<file path="src/branch_bitop_regs.vh">
// Constants for the branch and bit-operation execute slice.
// Assumes a 25 MHz core clock and an AXI4-Lite register bus.
// Notes on behaviour
// - Upper byte 1110_0101 decodes the jump when overflow is clear; low byte is the offset.
// - That jump is taken only when overflow reads 0, otherwise fall through.
// - Upper byte 1110_0001 decodes the jump when zero is clear; low byte is the offset.
// - That jump is taken only when zero reads 0, otherwise fall through.
// - A taken jump loads instruction address plus 2 plus twice the offset; flags untouched.
// - Conditional jumps are one word, one cycle untaken, two cycles taken.
// - Taken: decode, read, process, write counter in Q4, then one idle cycle.
// - Top nibble 1101 with bit 11 zero decodes the unconditional jump, 11-bit offset.
// - The unconditional jump always takes two cycles, the second idle.
// - Nibble 1000 sets the indexed bit of the addressed file register.
// - Bank bit 0 uses the access bank, 1 uses the bank select register.
// - Bank bit 0 with extended set and address at most 5Fh uses indexed offset mode.
// - Upper byte 1110_0111 decodes the jump when negative is clear.
// - That jump is taken only when negative reads 0.
`ifndef BRANCH_BITOP_REGS_VH
`define BRANCH_BITOP_REGS_VH
`define ADDR_CTRL       4'h0
`define ADDR_INSTR      4'h4
`define ADDR_STATUS     4'h8
`define ADDR_PC         4'hC
`define OP_NOVF         8'hE5
`define OP_NZERO        8'hE1
`define OP_NNEG         8'hE7
`define OP_REL          5'h1A
`define OP_SETBIT       4'h8
`define OP_SKIPCLR      4'hB
`define OP_SKIPSET      4'hA
`define IDX_LIMIT       8'h5F
`define ACCESS_SPLIT    8'h60
`define BANK_RST        4'h0
`define CTRL_EXT_BIT    0
`define CTRL_GO_BIT     1
`endif

</file>
<file path="src/branch_and_bit_op_execute.v">
// Execute slice for flag-conditional jumps, the relative jump, bit set and bit-test skips.
// Assumes an AXI4-Lite master that holds valid and payload until taken.
`timescale 1ns/1ns
`default_nettype none
`include "branch_bitop_regs.vh"
module branch_and_bit_op_execute (
    // Clock and reset
    input  wire        clk,
    input  wire        arst_n,
    // AXI4-Lite write address and data
    input  wire [3:0]  s_axi_awaddr,
    input  wire        s_axi_awvalid,
    output wire        s_axi_awready,
    input  wire [31:0] s_axi_wdata,
    input  wire [3:0]  s_axi_wstrb,
    input  wire        s_axi_wvalid,
    output wire        s_axi_wready,
    // AXI4-Lite write response
    output reg  [1:0]  s_axi_bresp,
    output reg         s_axi_bvalid,
    input  wire        s_axi_bready,
    // AXI4-Lite read
    input  wire [3:0]  s_axi_araddr,
    input  wire        s_axi_arvalid,
    output wire        s_axi_arready,
    output reg  [31:0] s_axi_rdata,
    output reg  [1:0]  s_axi_rresp,
    output reg         s_axi_rvalid,
    input  wire        s_axi_rready,
    // Core side
    input  wire        flag_neg,
    input  wire        flag_ovf,
    input  wire        flag_zero,
    input  wire [3:0]  bank_select_reg,
    output reg  [11:0] file_addr,
    output reg         file_rd,
    input  wire [7:0]  file_rdata,
    output reg         file_wr,
    output reg  [7:0]  file_wdata,
    output reg         indexed_mode,
    output reg         busy
);
    localparam [3:0] Q1 = 4'b0001;
    localparam [3:0] Q2 = 4'b0010;
    localparam [3:0] Q3 = 4'b0100;
    localparam [3:0] Q4 = 4'b1000;

    reg  [20:0] pc;
    reg  [15:0] instr;
    reg         ext_en;
    reg  [3:0]  qph;
    reg         run;
    reg         idle_next;
    reg         in_idle;
    reg  [7:0]  data;
    reg         take;
    reg  [1:0]  last_cycles;
    reg         aw_held;
    reg         w_held;
    reg  [3:0]  aw_addr;
    reg  [31:0] w_data;

    // Decode, Q1
    wire is_novf  = instr[15:8] == `OP_NOVF;
    wire is_nzero = instr[15:8] == `OP_NZERO;
    wire is_nneg  = instr[15:8] == `OP_NNEG;
    wire is_rel   = instr[15:11] == `OP_REL;
    wire is_set   = instr[15:12] == `OP_SETBIT;
    wire is_sclr  = instr[15:12] == `OP_SKIPCLR;
    wire is_sset  = instr[15:12] == `OP_SKIPSET;
    wire is_cond  = is_novf | is_nzero | is_nneg;
    wire cond_ok  = (is_novf & ~flag_ovf)
                  | (is_nzero & ~flag_zero)
                  | (is_nneg & ~flag_neg);
    wire [20:0] off8  = {{12{instr[7]}}, instr[7:0], 1'b0};
    wire [20:0] off11 = {{9{instr[10]}}, instr[10:0], 1'b0};
    // Counter has already advanced by 2 when the target is formed
    wire [20:0] target = pc + (is_rel ? off11 : off8);
    wire [2:0]  bidx   = instr[11:9];
    wire        bank_a = instr[8];
    wire [7:0]  fa     = instr[7:0];
    wire        bit_v  = data[bidx];

    // Write channel: address and data accepted in either order
    assign s_axi_awready = ~aw_held & ~s_axi_bvalid;
    assign s_axi_wready  = ~w_held & ~s_axi_bvalid;
    assign s_axi_arready = ~s_axi_rvalid;
    wire aw_now = aw_held | (s_axi_awvalid & s_axi_awready);
    wire w_now  = w_held | (s_axi_wvalid & s_axi_wready);
    wire [3:0]  wa = aw_held ? aw_addr : s_axi_awaddr;
    wire [31:0] wd = w_held ? w_data : s_axi_wdata;
    wire do_wr  = aw_now & w_now & ~s_axi_bvalid;
    wire go     = do_wr & (wa == `ADDR_CTRL) & s_axi_wstrb[0] & wd[`CTRL_GO_BIT] & ~run;

    always @(posedge clk or negedge arst_n) begin
        if (!arst_n) begin
            aw_held <= 1'b0;
            w_held <= 1'b0;
            aw_addr <= 4'h0;
            w_data <= 32'h0;
            s_axi_bvalid <= 1'b0;
            s_axi_bresp <= 2'h0;
            s_axi_rvalid <= 1'b0;
            s_axi_rresp <= 2'h0;
            s_axi_rdata <= 32'h0;
            ext_en <= 1'b0;
            instr <= 16'h0;
            pc <= 21'h0;
        end else begin
            if (s_axi_awvalid & s_axi_awready & ~do_wr) begin
                aw_held <= 1'b1;
                aw_addr <= s_axi_awaddr;
            end
            if (s_axi_wvalid & s_axi_wready & ~do_wr) begin
                w_held <= 1'b1;
                w_data <= s_axi_wdata;
            end
            if (do_wr) begin
                aw_held <= 1'b0;
                w_held <= 1'b0;
                s_axi_bvalid <= 1'b1;
                s_axi_bresp <= (wa == `ADDR_STATUS) ? 2'h2 : 2'h0;
                // Loads are ignored while an instruction runs to keep decode stable
                if (!run && wa == `ADDR_CTRL && s_axi_wstrb[0])
                    ext_en <= wd[`CTRL_EXT_BIT];
                if (!run && wa == `ADDR_INSTR) begin
                    if (s_axi_wstrb[0]) instr[7:0] <= wd[7:0];
                    if (s_axi_wstrb[1]) instr[15:8] <= wd[15:8];
                end
                if (!run && wa == `ADDR_PC) begin
                    if (s_axi_wstrb[0]) pc[7:0] <= wd[7:0];
                    if (s_axi_wstrb[1]) pc[15:8] <= wd[15:8];
                    if (s_axi_wstrb[2]) pc[20:16] <= wd[20:16];
                end
            end else if (s_axi_bvalid & s_axi_bready) begin
                s_axi_bvalid <= 1'b0;
            end
            if (s_axi_arvalid & s_axi_arready) begin
                s_axi_rvalid <= 1'b1;
                s_axi_rresp <= 2'h0;
                case (s_axi_araddr)
                    `ADDR_CTRL:   s_axi_rdata <= {30'h0, 1'b0, ext_en};
                    `ADDR_INSTR:  s_axi_rdata <= {16'h0, instr};
                    `ADDR_STATUS: s_axi_rdata <= {19'h0, last_cycles, take, indexed_mode,
                                                  busy, data};
                    `ADDR_PC:     s_axi_rdata <= {11'h0, pc};
                    default: begin
                        s_axi_rdata <= 32'h0;
                        s_axi_rresp <= 2'h2;
                    end
                endcase
            end else if (s_axi_rvalid & s_axi_rready) begin
                s_axi_rvalid <= 1'b0;
            end
            // Counter advance past the fetched word, then branch write in Q4
            if (go)
                pc <= pc + 21'h2;
            else if (run && !in_idle && qph == Q4 && take && !(is_sclr | is_sset))
                pc <= target;
            else if (run && !in_idle && qph == Q4 && take)
                pc <= pc + 21'h2;
        end
    end

    // Quarter-phase sequencer
    always @(posedge clk or negedge arst_n) begin
        if (!arst_n) begin
            qph <= Q1;
            run <= 1'b0;
            idle_next <= 1'b0;
            in_idle <= 1'b0;
            data <= 8'h0;
            take <= 1'b0;
            last_cycles <= 2'h0;
            file_addr <= 12'h0;
            file_rd <= 1'b0;
            file_wr <= 1'b0;
            file_wdata <= 8'h0;
            indexed_mode <= 1'b0;
            busy <= 1'b0;
        end else begin
            file_rd <= 1'b0;
            file_wr <= 1'b0;
            if (go) begin
                run <= 1'b1;
                busy <= 1'b1;
                qph <= Q1;
                in_idle <= 1'b0;
                take <= 1'b0;
            end else if (run) begin
                case (qph)
                    Q1: begin
                        qph <= Q2;
                        if (!in_idle) begin
                            take <= is_rel | (is_cond & cond_ok);
                            if (is_set | is_sclr | is_sset) begin
                                file_rd <= 1'b1;
                                indexed_mode <= ~bank_a & ext_en & (fa <= `IDX_LIMIT);
                                // Access bank splits low RAM from the upper special area
                                if (bank_a)
                                    file_addr <= {bank_select_reg, fa};
                                else if (fa < `ACCESS_SPLIT)
                                    file_addr <= {`BANK_RST, fa};
                                else
                                    file_addr <= {4'hF, fa};
                            end else begin
                                indexed_mode <= 1'b0;
                            end
                        end
                    end
                    Q2: begin
                        qph <= Q3;
                        if (!in_idle && (is_set | is_sclr | is_sset))
                            data <= file_rdata;
                    end
                    Q3: begin
                        qph <= Q4;
                        if (!in_idle && is_set)
                            file_wdata <= data | (8'h01 << bidx);
                        if (!in_idle && ((is_sclr & ~bit_v) | (is_sset & bit_v)))
                            take <= 1'b1;
                    end
                    Q4: begin
                        qph <= Q1;
                        if (in_idle) begin
                            run <= 1'b0;
                            busy <= 1'b0;
                            in_idle <= 1'b0;
                            last_cycles <= 2'h2;
                        end else begin
                            if (is_set)
                                file_wr <= 1'b1;
                            // Untaken jump does nothing here and ends after one cycle
                            if (take) begin
                                in_idle <= 1'b1;
                            end else begin
                                run <= 1'b0;
                                busy <= 1'b0;
                                last_cycles <= 2'h1;
                            end
                        end
                    end
                    default: qph <= Q1;
                endcase
            end
        end
    end
endmodule // branch_and_bit_op_execute
`default_nettype wire

</file>
<file path="config.mk">
export PLATFORM = sky130hd
export DESIGN_NAME = branch_and_bit_op_execute
export DESIGN_NICKNAME = d
export VERILOG_FILES = /design/src/branch_and_bit_op_execute.v
export VERILOG_INCLUDE_DIRS = /design/src
export SDC_FILE = /design/constraint.sdc
export NUM_CORES = 1
export LEC_CHECK = 0
export BUFFER_PORTS_ARGS = -buffer_cell sky130_fd_sc_hd__buf_2
export CORE_MARGIN = 1
export CORE_UTILIZATION = 30
export CTS_CLUSTER_SIZE = 25
export DETAILED_ROUTE_END_ITERATION = 16
export PLACE_DENSITY = 0.58
export RECOVER_POWER = 100
export SYNTH_ARGS = -nofsm -noshare
export SYNTH_HDL_FRONTEND = slang
export SYNTH_SLANG_ARGS = --single-unit
</file>
<file path="constraint.sdc">
create_clock -name clk -period 5 [get_ports clk]
set_input_delay 1 -clock clk [delete_from_list [all_inputs] [get_ports clk]]
set_output_delay 1 -clock clk [all_outputs]
set_load 0.05 [all_outputs]
</file>
# [Word level (Yosys, flattened, before mapping)]
# Index checks and enable logic that the tools add are counted.
[word_totals] wordCells=205 out_inout_bits=65 ff_bits=144 inputBits=66
[op_classes] order_cmp=3 eq_ne=21 shifts=1 reduce_logical=43 add_sub_neg=2 muxes=60 n_bitwise=48
[op_table] operator="$mux 21" n=7
[op_table] operator="$pmux 21 s4" n=1
[op_table] operator="$mux 1" n=37
[op_table] operator="$eq 4x4->1 const B" n=8
[op_table] operator="$eq 8x8->1 const B" n=3
[op_table] operator="$mux 12" n=2
[op_table] operator="$and 1x1->1" n=23
[op_table] operator="$add 21x2->21 const B" n=1
[op_table] operator="$add 21x21->21" n=1
[op_table] operator="$reduce_and 4->1" n=5
[op_table] operator="$reduce_bool 4->1" n=5
[op_table] operator="$reduce_and 3->1" n=6
[op_table] operator="$mux 8" n=2
[op_table] operator="$not 1->1" n=13
[op_table] operator="$eq 4x3->1 const B" n=3
[op_table] operator="$mux 4" n=3
[op_table] operator="$pmux 4 s3" n=1
[op_table] operator="$reduce_bool 2->1" n=6
[op_table] operator="$logic_and 1x1->1" n=11
[op_table] operator="$or 1x1->1" n=11
[op_table] operator="$le 8x7->1 const B" n=1
[op_table] operator="$logic_not 4->1" n=2
[op_table] operator="$lt 8x7->1 const B" n=1
[op_table] operator="$mux 2" n=4
[op_table] operator="other kinds (17)" n=21

# [Longest topological paths before layout]
[logic_depth] word_depth=12 ltp_mapped=15 ltp_nobuf=12

# [Worst setup path before layout]
# OpenSTA, ideal clock, no wires.
[synth_path] path_kind="register to register" from="reg instr[13]" to="reg pc[17]" t_arrival_ns=3.227 path_buffers=3 synth_period_minus_slack_ns=3.327 stages_incl_launch_ff=15 t_required_ns=4.901 setup_time_ns=0.099 slack_ns=1.673 path_cell_list="dfrtp_1 clkbuf_1 nand2b_1 clkbuf_1 o21ai_0 a21boi_1 inv_1 ha_1 clkbuf_1 nand4_1 nor3_1 a2111oi_0 nand2_1 o221a_2 a311oi_1"
[synth_between] elab_chain_len=6 elab_cells_between_ends=14 classes_between="add/sub: 1; eq/ne: 3; mux: 3; bitwise: 1; reduce/logical: 6"
[synth_rtl] item="start: declaration" line="branch_and_bit_op_execute.v:49" source="reg [15:0] instr;"
[synth_rtl] item="start signal: assignment" line="branch_and_bit_op_execute.v:128" source="if (s_axi_wstrb[1]) instr[15:8] <= wd[15:8];"
[synth_rtl] item="parallel branches: the longest is 6 deep, another holds $add 21x21->21"
[synth_rtl] item="end signal: assignment" line="branch_and_bit_op_execute.v:157" source="pc <= pc + 21'h2;"
[synth_rtl] item="end signal: assignment" line="branch_and_bit_op_execute.v:159" source="pc <= target;"
[synth_rtl] item="end signal: assignment" line="branch_and_bit_op_execute.v:161" source="pc <= pc + 21'h2;"
[synth_rtl] item="end: declaration" line="branch_and_bit_op_execute.v:48" source="reg [20:0] pc;"
# Parallel ways; which one is timed is not known.
# A chain may end at the register's enable or synchronous reset.

# [Final worst setup path]
[layout_path] from="reg w_held" to="reg pc[1]"
[layout_between] elab_chain_len=12 elab_cells_between_ends=21 classes_between="mux: 7; bitwise: 10; reduce/logical: 4"
[layout_rtl] item="start: declaration" line="branch_and_bit_op_execute.v:59" source="reg w_held;"
[layout_rtl] item="start signal: assignment" line="branch_and_bit_op_execute.v:98" source="w_held <= 1'b0;"
[layout_rtl] item="start signal: assignment" line="branch_and_bit_op_execute.v:115" source="w_held <= 1'b1;"
[layout_rtl] item="start signal: assignment" line="branch_and_bit_op_execute.v:120" source="w_held <= 1'b0;"
[layout_rtl] item="$not 1->1" line="branch_and_bit_op_execute.v:86" source="assign s_axi_wready = ~w_held & ~s_axi_bvalid;"
[layout_rtl] item="$and 1x1->1" line="branch_and_bit_op_execute.v:86"
[layout_rtl] item="$and 1x1->1" line="branch_and_bit_op_execute.v:89" source="wire w_now = w_held | (s_axi_wvalid & s_axi_wready);"
[layout_rtl] item="$or 1x1->1" line="branch_and_bit_op_execute.v:89"
[layout_rtl] item="$and 1x1->1 (2 in series)" line="branch_and_bit_op_execute.v:92" source="wire do_wr = aw_now & w_now & ~s_axi_bvalid;"
[layout_rtl] item="$and 1x1->1 (4 in series)" line="branch_and_bit_op_execute.v:93" source="wire go = do_wr & (wa == `ADDR_CTRL) & s_axi_wstrb[0] & wd[`CTRL_GO_BIT] & ~run;"
[layout_rtl] item="$reduce_bool 4->1 (no source line)"
[layout_rtl] item="$reduce_and 3->1 (no source line)"
[layout_rtl] item="end signal: assignment" line="branch_and_bit_op_execute.v:131" source="if (s_axi_wstrb[0]) pc[7:0] <= wd[7:0];"
[layout_rtl] item="end signal: assignment" line="branch_and_bit_op_execute.v:157"
[layout_rtl] item="end signal: assignment" line="branch_and_bit_op_execute.v:159"
# Several ways; a longest one is shown, not always the timed one. The select of a mux whose other input is x is not followed.

==> impl_metrics.json <==
{
  "reg2reg_slack_ns": 0.98,
  "peakVddDrop_uv": 513.0,
  "muxShareOfSynthArea_pct": 12.08,
  "worstRegToRegCells": 8,
  "relSlewSlack_pct": -77.22,
  "cts.sinks": 131,
  "cts_tree": "done",
  "clkTransAtPathRegs_ns": 0.06,
  "cp_max_fo": 21,
  "setup_tns_ns": 0,
  "hp-class": "reg -> reg",
  "status": "finished, violations left",
  "ios": 131,
  "vias_per_cell": 5.259,
  "yosys_warnings": 0,
  "p_leak_uw": 0.003920,
  "fp.dieW_um": 161.6,
  "min_period_ns": 4.017,
  "synthDistinctLibCells": 74,
  "grt_pass1_wl_mm": 35.49,
  "gp_congestion": 0.8824,
  "yosys.area_share.simple_pct": 15.89,
  "area_growth_pct": 16.00,
  "drtIter0Drc": 503,
  "finalMaxSlewViolations": 125,
  "dieHeight_um": 161.6,
  "vias": 6511,
  "finalClockSkew_ns": 0.01078,
  "drv_cap": 2,
  "cts_root_buf": "clkbuf_16",
  "holdBufCountCts": 0,
  "clk_latency_ns": 0.43,
  "fin_crit_sh_pct": 80.34,
  "drt.antenna.violating_nets": 0,
  "clock_path_buffers": 2,
  "core_sq_um": 25110,
  "violations": "max-capacitance violations, max-slew violations",
  "hp-start": "file_addr[5]",
  "cts_setup_buffers": 0,
  "synth_flop_cell": "dfrtp_1",
  "min_path_cells": 2,
  "grt_max_degree": 104,
  "async_reset_ff_share_pct": 100.0,
  "synthAdderAreaFrac_pct": 3.862,
  "r2r-start": "w_held",
  "worst_pin_slew_ns": 2.658,
  "firstDrtPassIters": 5,
  "synth_edf_count": 0,
  "antenna_found_initial": 0,
  "post_drt_wl_per_cell_um": 18.14,
  "p_per_area_nw_per_um2": 590.9,
  "power_uw": 5241,
  "rsz0062_at_grt": "false",
  "drive_above_1_share_pct": 16.63,
  "setup-violations-final": 0,
  "critPathKind": "reg -> reg",
  "avgSynthCellArea_sq_um": 9.463,
  "worstHoldEndpoint": "file_addr[5]",
  "cts_max_level": 4,
  "crit_arrival_ns": 4.37,
  "syn_inst": 808,
  "dieArea_sq_um": 26130,
  "synth_seq_area_share_pct": 42.89,
  "start_util_pct": 30.45,
  "cp-end-kind": "flop",
  "route.detailed.drc": 0,
  "max_freq_ghz": 0.2489,
  "synth_top_family_by_area": "compound AO/OA/AOI/OAI gates",
  "syn-cell-area_sq_um": 7646,
  "post_cts_resize_count": 0,
  "critPathLaunchType": "flop",
  "nNetsFinal": 985,
  "cts_buffers": 17,
  "io_buffers": 105,
  "synth_seq_cells": 131,
  "synth_compound_area_share_pct": 17.48,
  "wl_mm": 22.46,
  "row_count": 58,
  "required_ns": 5.35,
  "grt-ovfl-total": 0,
  "r2r-end": "pc[1]",
  "dpl.hpwl_mm": 16.49,
  "diodes": 0,
  "grt.total_usage_pct": 17.82,
  "hold_viol_final": 0,
  "synth_xor_area_share_pct": 3.207,
  "grt_pass1_vias": 6165
}
## flip-flops by register name, indices dropped and copies added (netlist names), 2 cells and up
name         cells
data             8
file_addr       12
instr           16
s_axi_rdata     21
qph              4
aw_addr          4
file_wdata       8
last_cycles      2
w_data          21
pc              21
## how the worst max path moves through the flow
| stage | startpoint | end | slack [ns] | cells past startpoint |
|---|---|---|---|---|
| final | w_held | pc[1] | 0.98 | 8 |
| after global routing | w_held | pc[10] | 0.62 | 8 |
| after CTS | instr[13] | pc[17] | 1.16 | 11 |
| after detailed placement | instr[13] | pc[17] | 1.20 | 11 |
| after global placement | instr[13] | pc[17] | 1.17 | 11 |
| after floorplan | instr[13] | pc[17] | 1.67 | 14 |
## through the flow
step,setup WS [ns],hold WS (ns),std cells,cell area [sq um],util [%]
2_1_floorplan,1.673,0.4444,820,7691,-
3_3_place_gp,1.166,0.4556,1207,8404,33.47
3_5_place_dp,1.199,0.4599,1207,8404,33.47
4_1_cts,1.162,0.4746,1238,8966,35.71
5_1_grt,0.6151,0.5037,1238,8870,35.32
6_report,0.9830,0.4704,1238,8870,35.32
## worst max-delay path: stages (launching register included)
cell and delay (ns):
dfrtp_1 0.53, clkbuf_1 1.13, nor2_1 0.18, or3_1 0.45
nor2_1 0.73, nor2_1 0.44, o22ai_1 0.22, a21oi_1 0.07
a21oi_1 0.18
## report_power, final
part	internal, uW	switching [uW]	leakage, uW
sequential	1380	446	0.00164
clock	709	491	0.000265
combinational	859	1360	0.00201
## cell type report
class | count | area, sq um
clock buffers | 20 | 456.7
clock inverters | 11 | 105.1
fillers | 2657 | 16240
inverters | 22 | 82.58
multi-input cells | 615 | 4050
flip-flops and latches | 131 | 3279
well taps | 330 | 412.9
repair buffers | 109 | 483.0
## placed cells by master (no fill, tap or decap), types with 4 or more instances in the layout
cell	instances
ha_1	22
a22o_1	8
nor2b_1	8
clkbuf_1	55
nand2_1	91
mux2_2	52
a21o_1	9
dfrtp_1	130
xor2_1	17
nand3_1	19
clkinvlp_4	4
a21oi_1	59
a211oi_1	7
buf_2	52
nand4_1	14
clkbuf_16	17
nor3_1	14
a22oi_1	12
nor2_1	77
mux2i_1	27
xnor2_1	11
o21ai_0	57
a311oi_1	4
o31ai_1	5
o22ai_1	7
and4_1	4
and3_1	14
inv_1	21
a31oi_1	14
conb_1	13
## logic make-up (layout without fill, tap and decap cells)
group / Yosys count / after routing
AO/OA/AOI/OAI: 211 / 211
AND/OR/NAND/NOR: 258 / 258
multiplexers: 82 / 82
other: 1 / 13
flip-flops: 131 / 131
adder cells (fa/ha/maj): 23 / 23
buffers and inverters: 74 / 162
XOR/XNOR: 28 / 28
## cell usage after synthesis (3+ instances only)
cell type / instances / area share, %
nand2_1: 90 / 4.4
dfrtp_1: 130 / 43
a22oi_1: 12 / 1.2
a21o_1: 8 / 0.79
a21oi_1: 60 / 3.9
a311oi_1: 4 / 0.46
o31ai_1: 5 / 0.49
buf_4: 16 / 1.6
mux2_2: 52 / 7.7
nor3_1: 14 / 0.92
o211ai_1: 3 / 0.29
a31oi_1: 14 / 1.1
xnor2_1: 11 / 1.3
clkbuf_1: 29 / 1.4
a22o_1: 8 / 0.92
nand3_1: 19 / 1.2
buf_1: 4 / 0.20
nand4_1: 14 / 1.1
inv_1: 21 / 1.0
and4_1: 4 / 0.46
a211oi_1: 6 / 0.59
mux4_2: 3 / 0.88
or3_1: 3 / 0.25
xor2_1: 17 / 1.9
o22ai_1: 7 / 0.57
ha_1: 22 / 3.6
nor2b_1: 8 / 0.65
nor2_1: 76 / 3.7
o21ai_0: 55 / 3.6
mux2i_1: 27 / 3.5
and3_1: 14 / 1.1
## per-layer routing
metal  vias up  share of wire, %  GRT usage (%)  wire [um]
met5         -                 0              0          0
met4         0               1.3          5.274        303
met3        22               6.8          3.878       1536
met2       244                44          26.82       9858
met1      3158                48          25.44      10760
li1       3087                 -              -          -
No activity file was read; power rests on OpenSTA's default activity.
